`src/smt_pkg.sv`:
```
// shared constants and carrier types for the spi master
package smt_pkg;
  // system clock rate in MHz
  localparam int SYS_CLK_MHZ = 250;
  // fastest serial clock allowed
  localparam int SCLK_MAX_MHZ = 5;
  // least half period in system clocks, rounded up
  localparam int HALF_MIN_CYC = (SYS_CLK_MHZ + 2 * SCLK_MAX_MHZ - 1) / (2 * SCLK_MAX_MHZ);
  // bits in one byte
  localparam int BYTE_BITS = 8;
  // number of slave select lines
  localparam int NUM_SLAVES = 4;
  // divider width
  localparam int DIV_W = 16;
  // reset values
  localparam logic [NUM_SLAVES-1:0] SEL_IDLE = 4'hf;
  localparam logic [7:0] BYTE_RST = 8'h00;
  localparam logic [3:0] BITCNT_RST = 4'h0;
  // transfer engine states, gray along idle-lead-trail-gap
  typedef enum logic [1:0] {
    SMT_IDLE = 2'b00,
    SMT_LEAD = 2'b01,
    SMT_TRAIL = 2'b11,
    SMT_GAP = 2'b10
  } smt_state_e;
  // per-transfer configuration
  typedef struct packed {
    logic cpol;
    logic cpha;
    logic lsb_first;
    logic [1:0] slave;
    logic [DIV_W-1:0] half_div;
  } smt_cfg_s;
endpackage

```
`src/smt_master.sv`:
```
// spi master: byte engine with four modes and per-slave selects
// Notes on behaviour
// [RULE1] this block is the only bus master
// [RULE2] master drives sclk and slave select
// [RULE3] selected slave answers on miso
// [RULE4] equal bits shifted each direction
// [RULE5] four modes from cpol and cpha
// [RULE6] idle sclk level equals cpol
// [RULE7] cpha picks leading or trailing sample
// [RULE8] sample edge rising modes 0,3
// [RULE9] phase zero slave presents bit early
// [RULE10] phase one slave shifts on lead
// [RULE11] one bit per period, eight per byte
// [RULE12] bytes back to back, optional gap
// [RULE13] transfer ends on lasting deselect
// [RULE14] sclk limited to 5 MHz
// [RULE15] each slave has its own select
// [RULE16] selects active low, idle high
// [RULE17] msb first unless lsb selected
`timescale 1ns/10ps
`default_nettype none
module smt_master
  import smt_pkg::*;
(
  // clock and reset
  input wire logic mclk_i,
  input wire logic reset_i,
  // byte request from user logic
  input wire logic start_i,
  input wire logic last_i,
  input wire logic gap_i,
  input wire logic [7:0] tx_byte_i,
  input wire smt_cfg_s cfg_i,
  // byte answer to user logic
  output logic busy_o,
  output logic done_o,
  output logic [7:0] rx_byte_o,
  // spi pins
  output logic sclk_o,
  output logic mosi_o,
  input wire logic miso_i,
  output logic [NUM_SLAVES-1:0] ss_n_o
);
  smt_state_e state_r;
  smt_cfg_s cfg_r; // latched at start of a transfer
  logic [7:0] tx_r; // outgoing shift register
  logic [7:0] rx_r; // incoming shift register
  logic [3:0] bits_r; // bits completed in this byte
  logic last_r; // deselect after this byte
  logic gap_r; // short deselect after this byte
  logic miso_m_r; // synchroniser first stage
  logic miso_s_r; // synchronised miso
  logic tick;
  logic run;
  logic sample_lead;
  logic [7:0] rx_new;
  logic [7:0] tx_shift; // outgoing byte after one shift
  logic out_bit;

  // divider runs while bits move or a closing deselect is timed
  // held at zero while a chain waits, so a late start still gets a full half period
  assign run = (state_r == SMT_LEAD) || (state_r == SMT_TRAIL) ||
               (state_r == SMT_GAP && (last_r || gap_r));
  smt_tick u_tick (
    .mclk_i(mclk_i),
    .reset_i(reset_i),
    .run_i(run),
    .half_div_i(cfg_r.half_div),
    .tick_o(tick)
  );

  // miso crosses in from the pin through two flops
  always_ff @(posedge mclk_i or posedge reset_i) begin
    if (reset_i) begin
      miso_m_r <= 1'b0;
      miso_s_r <= 1'b0;
    end else begin
      miso_m_r <= miso_i;
      miso_s_r <= miso_m_r;
    end
  end

  // [RULE7] [RULE8] sample edge choice
  assign sample_lead = !cfg_r.cpha;
  // [RULE17] shift direction selection
  always_comb begin
    rx_new = cfg_r.lsb_first ? {miso_s_r, rx_r[7:1]} : {rx_r[6:0], miso_s_r};
    tx_shift = cfg_r.lsb_first ? {1'b0, tx_r[7:1]} : {tx_r[6:0], 1'b0};
    out_bit = cfg_r.lsb_first ? tx_r[0] : tx_r[7];
  end

  // sequencing of half periods
  // the synchroniser adds delay, so a slow divider keeps miso sampling safe
  always_ff @(posedge mclk_i or posedge reset_i) begin
    if (reset_i) begin
      state_r <= SMT_IDLE;
      cfg_r <= '0;
      tx_r <= BYTE_RST;
      rx_r <= BYTE_RST;
      bits_r <= BITCNT_RST;
      last_r <= 1'b1;
      gap_r <= 1'b0;
      done_o <= 1'b0;
      rx_byte_o <= BYTE_RST;
      busy_o <= 1'b0;
    end else begin
      done_o <= 1'b0;
      case (state_r)
        // waiting; accept a new byte
        SMT_IDLE: begin
          // [RULE1] only this block starts transfers
          if (start_i) begin
            cfg_r <= cfg_i;
            tx_r <= tx_byte_i;
            last_r <= last_i;
            gap_r <= gap_i;
            bits_r <= BITCNT_RST;
            busy_o <= 1'b1;
            state_r <= SMT_LEAD;
          end
        end
        // first half of a bit, ends with the leading edge
        SMT_LEAD: begin
          if (tick) begin
            // [RULE9] capture early bit on leading edge
            if (sample_lead) begin
              rx_r <= rx_new;
            end
            // [RULE10] phase one moves mosi at leading edge
            // first bit already stands from the start, so no shift then
            if (!sample_lead && bits_r != BITCNT_RST) begin
              tx_r <= tx_shift;
            end
            state_r <= SMT_TRAIL;
          end
        end
        // second half, ends with the trailing edge
        SMT_TRAIL: begin
          if (tick) begin
            // [RULE10] capture on trailing edge
            if (!sample_lead) begin
              rx_r <= rx_new;
            end
            // [RULE4] one out and one in per bit
            // phase zero moves mosi at the trailing edge, clear of its sample edge
            if (sample_lead) begin
              tx_r <= tx_shift;
            end
            bits_r <= bits_r + 4'h1;
            // [RULE11] eight periods per byte
            if (bits_r == 4'(BYTE_BITS - 1)) begin
              done_o <= 1'b1;
              rx_byte_o <= sample_lead ? rx_r : rx_new;
              state_r <= SMT_GAP;
            end else begin
              state_r <= SMT_LEAD;
            end
          end
        end
        // between bytes: chain, short deselect or finish
        SMT_GAP: begin
          // [RULE12] back to back bytes
          if (!last_r && !gap_r && start_i) begin
            tx_r <= tx_byte_i;
            last_r <= last_i;
            gap_r <= gap_i;
            bits_r <= BITCNT_RST;
            state_r <= SMT_LEAD;
          end else if (last_r || gap_r) begin
            if (tick) begin
              // [RULE13] lasting deselect ends transfer
              busy_o <= 1'b0;
              state_r <= SMT_IDLE;
            end
          end
        end
        default: begin
          state_r <= SMT_IDLE;
        end
      endcase
    end
  end

  // pin drivers registered from state
  always_ff @(posedge mclk_i or posedge reset_i) begin
    if (reset_i) begin
      sclk_o <= 1'b0;
      mosi_o <= 1'b0;
      ss_n_o <= SEL_IDLE;
    end else begin
      // [RULE6] idle level is cpol, [RULE5] mode by cpol/cpha
      // [RULE2] master makes sclk and selects
      if (state_r == SMT_TRAIL) begin
        sclk_o <= ~cfg_r.cpol;
      end else if (state_r == SMT_IDLE && start_i) begin
        // new polarity settles a cycle before the select falls
        sclk_o <= cfg_i.cpol;
      end else begin
        sclk_o <= cfg_r.cpol;
      end
      // phase one shifts out at the leading edge, phase zero before it
      mosi_o <= out_bit;
      // [RULE15] [RULE16] one active low select per slave
      // held through the closing half period so the last trailing edge is seen selected
      if (state_r != SMT_IDLE) begin
        ss_n_o <= SEL_IDLE & ~(NUM_SLAVES'(1) << cfg_r.slave);
      end else begin
        ss_n_o <= SEL_IDLE;
      end
    end
  end

  // checks
  property p_idle_pol;
    @(posedge mclk_i) disable iff (reset_i)
      (state_r == SMT_IDLE) |=> (sclk_o == cfg_r.cpol);
  endproperty
  a_idle_pol: assert property (p_idle_pol) else $error("sclk idle level wrong"); // [RULE6]
  property p_sel_idle;
    @(posedge mclk_i) disable iff (reset_i)
      (state_r == SMT_IDLE) |=> (ss_n_o == SEL_IDLE);
  endproperty
  a_sel_idle: assert property (p_sel_idle) else $error("select not idle high"); // [RULE16]
  property p_one_sel;
    @(posedge mclk_i) disable iff (reset_i) $countones(~ss_n_o) <= 1;
  endproperty
  a_one_sel: assert property (p_one_sel) else $error("more than one slave selected"); // [RULE15]
  property p_eight;
    @(posedge mclk_i) disable iff (reset_i) done_o |-> $past(bits_r) == 4'h7;
  endproperty
  a_eight: assert property (p_eight) else $error("byte not eight bits"); // [RULE11]
  property p_trail_clk;
    @(posedge mclk_i) disable iff (reset_i)
      (state_r == SMT_TRAIL) |=> (sclk_o != cfg_r.cpol);
  endproperty
  a_trail_clk: assert property (p_trail_clk) else $error("sclk not toggled"); // [RULE2]
  property p_rate;
    @(posedge mclk_i) disable iff (reset_i) tick |=> !tick [*8];
  endproperty
  a_rate: assert property (p_rate) else $error("sclk too fast"); // [RULE14]
  property p_end;
    @(posedge mclk_i) disable iff (reset_i)
      $fell(busy_o) |-> (state_r == SMT_IDLE) ##1 (ss_n_o == SEL_IDLE);
  endproperty
  a_end: assert property (p_end) else $error("select held after end"); // [RULE13]
  property p_busy;
    @(posedge mclk_i) disable iff (reset_i) (state_r == SMT_LEAD) |-> busy_o;
  endproperty
  a_busy: assert property (p_busy) else $error("busy low during bit"); // [RULE4]
  c_byte: cover property (@(posedge mclk_i) disable iff (reset_i) done_o);
  c_chain: cover property (@(posedge mclk_i) disable iff (reset_i)
    (state_r == SMT_GAP) ##1 (state_r == SMT_LEAD));
  c_mode3: cover property (@(posedge mclk_i) disable iff (reset_i)
    done_o && cfg_r.cpol && cfg_r.cpha);
endmodule
`default_nettype wire

```
`src/smt_tick.sv`:
```
// clock-enable divider producing half-period ticks
`timescale 1ns/10ps
`default_nettype none
module smt_tick
  import smt_pkg::*;
(
  // clock and reset
  input wire logic mclk_i,
  input wire logic reset_i,
  // control
  input wire logic run_i,
  input wire logic [DIV_W-1:0] half_div_i,
  // tick out
  output logic tick_o
);
  logic [DIV_W-1:0] cnt_r;
  logic [DIV_W-1:0] lim;
  // never faster than the bus limit allows
  // [RULE14] half period floor
  always_comb begin
    lim = (half_div_i < DIV_W'(HALF_MIN_CYC)) ? DIV_W'(HALF_MIN_CYC) : half_div_i;
  end
  // counter restarts whenever the engine is stopped
  always_ff @(posedge mclk_i or posedge reset_i) begin
    if (reset_i) begin
      cnt_r <= '0;
      tick_o <= 1'b0;
    end else if (!run_i) begin
      cnt_r <= '0;
      tick_o <= 1'b0;
    end else if (cnt_r >= lim - DIV_W'(1)) begin
      cnt_r <= '0;
      tick_o <= 1'b1;
    end else begin
      cnt_r <= cnt_r + DIV_W'(1);
      tick_o <= 1'b0;
    end
  end
endmodule
`default_nettype wire
```
`config.mk`:
```
export PLATFORM = sky130hd
export DESIGN_NAME = smt_master
export DESIGN_NICKNAME = d
export VERILOG_FILES = /design/src/smt_pkg.sv /design/src/smt_master.sv /design/src/smt_tick.sv
export SDC_FILE = /design/constraint.sdc
export NUM_CORES = 1
export LEC_CHECK = 0
export ABC_AREA = 1
export BUFFER_PORTS_ARGS = -buffer_cell sky130_fd_sc_hd__buf_4
export CAP_MARGIN = 40
export CORE_UTILIZATION = 50
export CTS_CLUSTER_DIAMETER = 80
export DETAILED_ROUTE_END_ITERATION = 12
export GPL_TIMING_DRIVEN = 0
export MAX_ROUTING_LAYER = met4
export PLACE_DENSITY_LB_ADDON = 0.3
export SLEW_MARGIN = 5
export SYNTH_ARGS = -nofsm -noshare
export SYNTH_HDL_FRONTEND = slang
export SYNTH_HIERARCHICAL = 1
export SYNTH_SLANG_ARGS = --single-unit
```
`constraint.sdc`:
```
create_clock -name mclk_i -period 6 [get_ports mclk_i]
set_input_delay 1.2 -clock mclk_i [delete_from_list [all_inputs] [get_ports mclk_i]]
set_output_delay 1.2 -clock mclk_i [all_outputs]
set_load 0.01 [all_outputs]
```
# Word-level counts from Yosys, hierarchy flattened

Index checks and enable logic that the tools add are counted.
W data, S select, Z words.

Register bits: 80
Bits in latches: 0
Memories kept: 0
Memory bits (writable): 0
Output and inout port bits: 16
ROM bits: 0
Word-level logic and storage cells: 118

Multipliers: 0
Add/subtract/negate cells: 3
Shifts and indexed selects: 1
$lt $le $gt $ge: 2
Divide/modulo/power cells: 0
Eq/ne operators: 16
Bitwise gates (word level): 2
Mux-type cells: 49
Reductions and logical operators: 24

Operators with widths:

| kind                    | count |
|---|---|
| $mux W8                 | 12 |
| $mux W16                | 3 |
| $pmux W8 S4             | 1 |
| $add A16 B1 Y16 const B | 1 |
| $ge A16 B16 Y1          | 1 |
| $lt A16 B5 Y1 const B   | 1 |
| $mux W1                 | 16 |
| $mux W4                 | 4 |
| $pmux W8 S2             | 1 |
| $sub A16 B1 Y16 const B | 1 |
| $mux W2                 | 7 |
| $ne A2 B1 Y1 const B    | 6 |
| $pmux W4 S3             | 1 |
| $reduce_and A5 Y1       | 2 |
| $ne A2 B2 Y1 const B    | 4 |
| $pmux W2 S4             | 1 |
| $reduce_and A4 Y1       | 2 |
| $ne A3 B1 Y1 const B    | 2 |
| $pmux W1 S2             | 3 |
| $reduce_and A3 Y1       | 2 |
| $reduce_and A6 Y1       | 1 |
| $reduce_bool A2 Y1      | 3 |
| $logic_and A1 B1 Y1     | 5 |
| $add A4 B1 Y4 const B   | 1 |
| other kinds (12)        | 16 |

# Longest topological paths before layout

Depth in word-level cells: 6
Mapped depth: 22
Mapped depth without buffers: 22

# Cells and area by module

The synthesis kept the hierarchy.

By module, submodules not included:

| module     | area each (µm²) | cells an instance | times used | seq. area each (µm²) |
|---|---|---|---|---|
| smt_master | 3047.9          | 368               | 1          | 1582.8 |
| smt_tick   | 1819.2          | 266               | 1          | 425.4 |

# Worst setup path after synthesis

OpenSTA, ideal clock, no wires.

Path type: reg-to-reg
Start point: reg cfg_r[9] (netlist name)
End point: reg u_tick.cnt_r[6]
Library setup time: 0.116 ns
Path slack: 3.121 ns
Data arrival time: 2.763 ns
Required time: 5.884 ns
Buffers on the path: 1
Stages on the path, launching flop included: 21
Period minus slack after synthesis: 2.879 ns
Cells stage by stage: dfrtp_1 -> nor2_2 -> nand2_1 -> nor2_4 -> nand3_2 -> nand2_1 -> ha_1 -> inv_1 -> nor2_1 -> inv_1 -> nor2_4 -> nand4_1 -> nand2_1 -> inv_1 -> ha_1 -> nand2_1 -> nor4_2 -> nand2_1 -> nand3_2 -> buf_6 -> nor2_1

Word-level cells in the longest chain between the ends: 6

Ends and longest elaborated chain:

| what                   | line              | source |
|---|---|---|
| from (decl)            | smt_master.sv:45  | `smt_cfg_s cfg_r;` |
| from (signal assigned) | smt_master.sv:113 | `cfg_r <= cfg_i;` |
| $lt A16 B5 Y1          | smt_tick.sv:21    | `lim = (half_div_i < DIV_W'(HALF_MIN_CYC)) ? DIV_W'(HALF_MIN_CYC) : half_div_i;` |
| $mux W16 (*)           | smt_tick.sv:21    |  |
| $sub A16 B1 Y16 (*)    | smt_tick.sv:31    | `end else if (cnt_r >= lim - DIV_W'(1)) begin` |
| $ge A16 B16 Y1 (*)     | smt_tick.sv:31    |  |
| $mux W16 (*)           | smt_tick.sv:31    |  |
| $mux W16 (*)           | smt_tick.sv:28    | `end else if (!run_i) begin` |
| to (signal assigned)   | smt_tick.sv:35    | `cnt_r <= cnt_r + DIV_W'(1);` |
| to (decl)              | smt_tick.sv:16    | `logic [DIV_W-1:0] cnt_r;` |

Every way passes the cells marked *; elsewhere a longest branch is shown, timed or not.
A chain may end at the register's enable or synchronous reset.

# Worst setup path in the final report

Start point: reg cfg_r[9] (netlist name)
End point: reg u_tick.cnt_r[8]

Same word-level chain as after synthesis.

==> flow_summary.toml <==
[grt]
grt_max_degree = 41
antenna_found_initial = 0
grt-ovfl-total = 0
grt_pass1_wl_um = 18600
grt_pass1_vias = 4196
grtUsageTotal = 0.238

[yosys]
synth_cell_types = 42
syn_nets = 689
synth.area.mux_share = 0.0370
synth_ff_type = "dfrtp_1"
syn-instance-count = 634
synth_top_family_by_area = "simple AND/OR/NAND/NOR gates"
synth_xor_area_frac = 0.0162
netlist_area_um2 = 4870
ys_seq_area_frac = 0.413
synth_largest_area_cell = "dfrtp_1"
async_reset_ff_frac = 1.00
ys_seq_elements = 80
synth-adder-area-share = 0.0514
synth-compound-area-share = 0.0594
synth_most_common_cell = "nand2_1"
synth_edf_count = 0
synth.top_cell.area_share = 0.386
synth_common_cells = "nand2_1 (205), dfrtp_1 (75), nand3_1 (68), inv_1 (58), nor2_1 (51)"
synth_warnings = 6
synth-simple-area-share = 0.356
syn_area_per_cell_um2 = 7.68
synthTopCellsByArea = "dfrtp_1 (39%), nand2_1 (16%), nand3_1 (7.0%), ha_1 (5.1%), inv_1 (4.5%)"

[sta]
setup_violations = 0
relSlewSlack = 0.557
post-route-period-util = 0.553
fin_crit_ns = 3.32
hold_viol_final = 0
worstMarginPinSlew_ns = 0.664
worst_clock_skew_ns = 0.00566
rsz0062_at_grt = "no"
finalSetupTns_ns = 0
max_freq_mhz = 301
slew_viol_final = 0
setup_ws_ns = 2.68

[drt]
routed_wl_um = 11000
drtPass1Iterations = 5
drc = 0
drt-initial-drc-count = 185
wl_per_cell_um = 13.3
vias = 4337
via_per_inst = 5.23
met3WireLength_um = 422
top_layer_used = "met4"
wl_met1_um = 4660
wl_met2_um = 5810
drtAntennaViolNets = 0

[finish]
nets = 751
regArea_um2 = 2010
fillCellCount = 866
multi_input_area_um2 = 2530
instances_no_fill = 830
final_area_um2 = 5640
area_delta_synth_final_pct = 16.0
n_antenna_cell = 0
drive_above_1_share = 0.195
finalCoreUtilization = 0.605

[place]
place_inst = 814
dpl_cell_area_um2 = 5420
hpwlAfterDp_um = 8400
dp_slack_ns = 2.69
gp_congestion = 0.889
numPortBuffers = 50

[run_status]
status = "finished, final reports clean"

[setup_path]
crit_path_max_fanout = 10
cpPeakStageDelay_ns = 0.45
path_cells = "nor2_2 > nand2_1 > nor2_4 > nand3_2 > nand2_1 > ha_1 > inv_1 > nor2_1 > inv_1 > nor2_4 > nand4_1 > nand2_1 > inv_1 > ha_1 > nand2_1 > nor4_2 > nand2_1 > nand3_2 > buf_6 > nor2_1"
crit_slowest_cell = "dfrtp_1"
rr_worst_depth = 20
worst_setup_path_end_kind = "flip-flop"
crit_required_ns = 6.24
worstSetupPathType = "flip-flop to flip-flop"
critPathArrivalTime_ns = 3.56
cp_common_cell = "nand2_1"
startpoint_type = "flip-flop"

[clocking]
root_buffer = "clkbuf_8"
cts_made_buffers = 9
cts_sinks = 80
cts.clk_slew.worst_paths_ns = 0.08
cts_tree = "done"
cts_resized = 0
cts_setup_buffers = 0
ctsHtreeMaxLevel = 3
ctsHoldBuffers = 0
clockBufferDepth = 2
clkLatencyLatePin_ns = 0.34

[floorplan]
initial_utilization = 0.522
fp.dieH_um = 101
coreArea_um2 = 9330
die_x_um = 101
rows = 35
ios = 51
design.die.area_um2 = 10100

[job]
timing.max_cap.violations = 0

[min_path]
hold_path_class = "flip-flop to flip-flop"
whs_path_depth = 0

[pwr]
cellPowerDensity_nw_per_um2 = 180
ir_drop_v = 0.000181
p_leak_nw = 3.08
metrics by stage:
step / hold slack, ns / power, W
after floorplan: 0.331 / 0.000560
after global placement: 0.342 / 0.000581
after detailed placement: 0.345 / 0.000583
after CTS: 0.365 / 0.00103
after global routing: 0.370 / 0.00106
final: 0.361 / 0.00102
final cells by class:
cell class | instances | area share
Multi-Input combinational cell | 475 | 0.448
Sequential cell | 80 | 0.356
Timing Repair Buffer | 51 | 0.0701
Inverter | 66 | 0.0446
Tap cell | 129 | 0.0286
Clock buffer | 11 | 0.0250
Clock inverter | 5 | 0.0140
Buffer | 13 | 0.0140
report_power, final:
group / switching, W / internal, W
sequential: 0.000000241 / 0.000539
clock: 0.000198 / 0.000246
combinational: 0.0000155 / 0.0000158
path summary, 6_finish.rpt:
kind                                   end     start  slack (ns)
setup / recovery           u_tick/cnt_r[8]  cfg_r[9]        2.68
hold / removal                    miso_s_r  miso_m_r        0.36
setup reg to reg           u_tick/cnt_r[8]  cfg_r[9]        2.68
hold reg to reg                   miso_s_r  miso_m_r        0.36
max in group asynchronous        ss_n_o[0]   reset_i        4.44
min in group asynchronous          tx_r[7]   reset_i        0.91
cells in the final DEF, fill, tap and decap left out, drive strengths merged, types with 3 or more instances in the layout:
cell      n
clkinv    4
xor2      6
buf      64
nor3      6
nand3    75
inv      65
nor2     62
o21ai    25
or2       4
dfrtp    75
dfstp     5
xnor2     3
mux2     16
clkbuf   11
nand2   216
a21oi    19
ha       20
nand4    12
critical path, delay by kind of cell (launching register included):
family        cells  cell delay [ns]
simple gates     14             1.98
buf+inv           4             0.35
flops             1             0.45
fa+ha+maj         2             0.43
routing by layer:
layer | GRT usage | vias up
met3 | 0.0444 | 13
met2 | 0.413 | 93
met1 | 0.281 | 2055
met5 | - | -
li1 | - | 2176
met4 | 0.0691 | 0
kinds of logic after synthesis:
logic type / after synthesis
xor+xnor: 9
simple gates: 379
buf+inv: 79
compound gates: 51
mux: 16
flops: 80
fa+ha+maj: 20
sequential cells by signal, summed over array words and instances, names as in the netlist, 2 cells and up:
register / count
bits_r: 4
cfg_r: 21
rx_byte_o: 8
rx_r: 8
ss_n_o: 4
state_r: 2
tx_r: 8
u_tick/cnt_r: 16
Note: power is estimated with default switching activity, not from simulation.
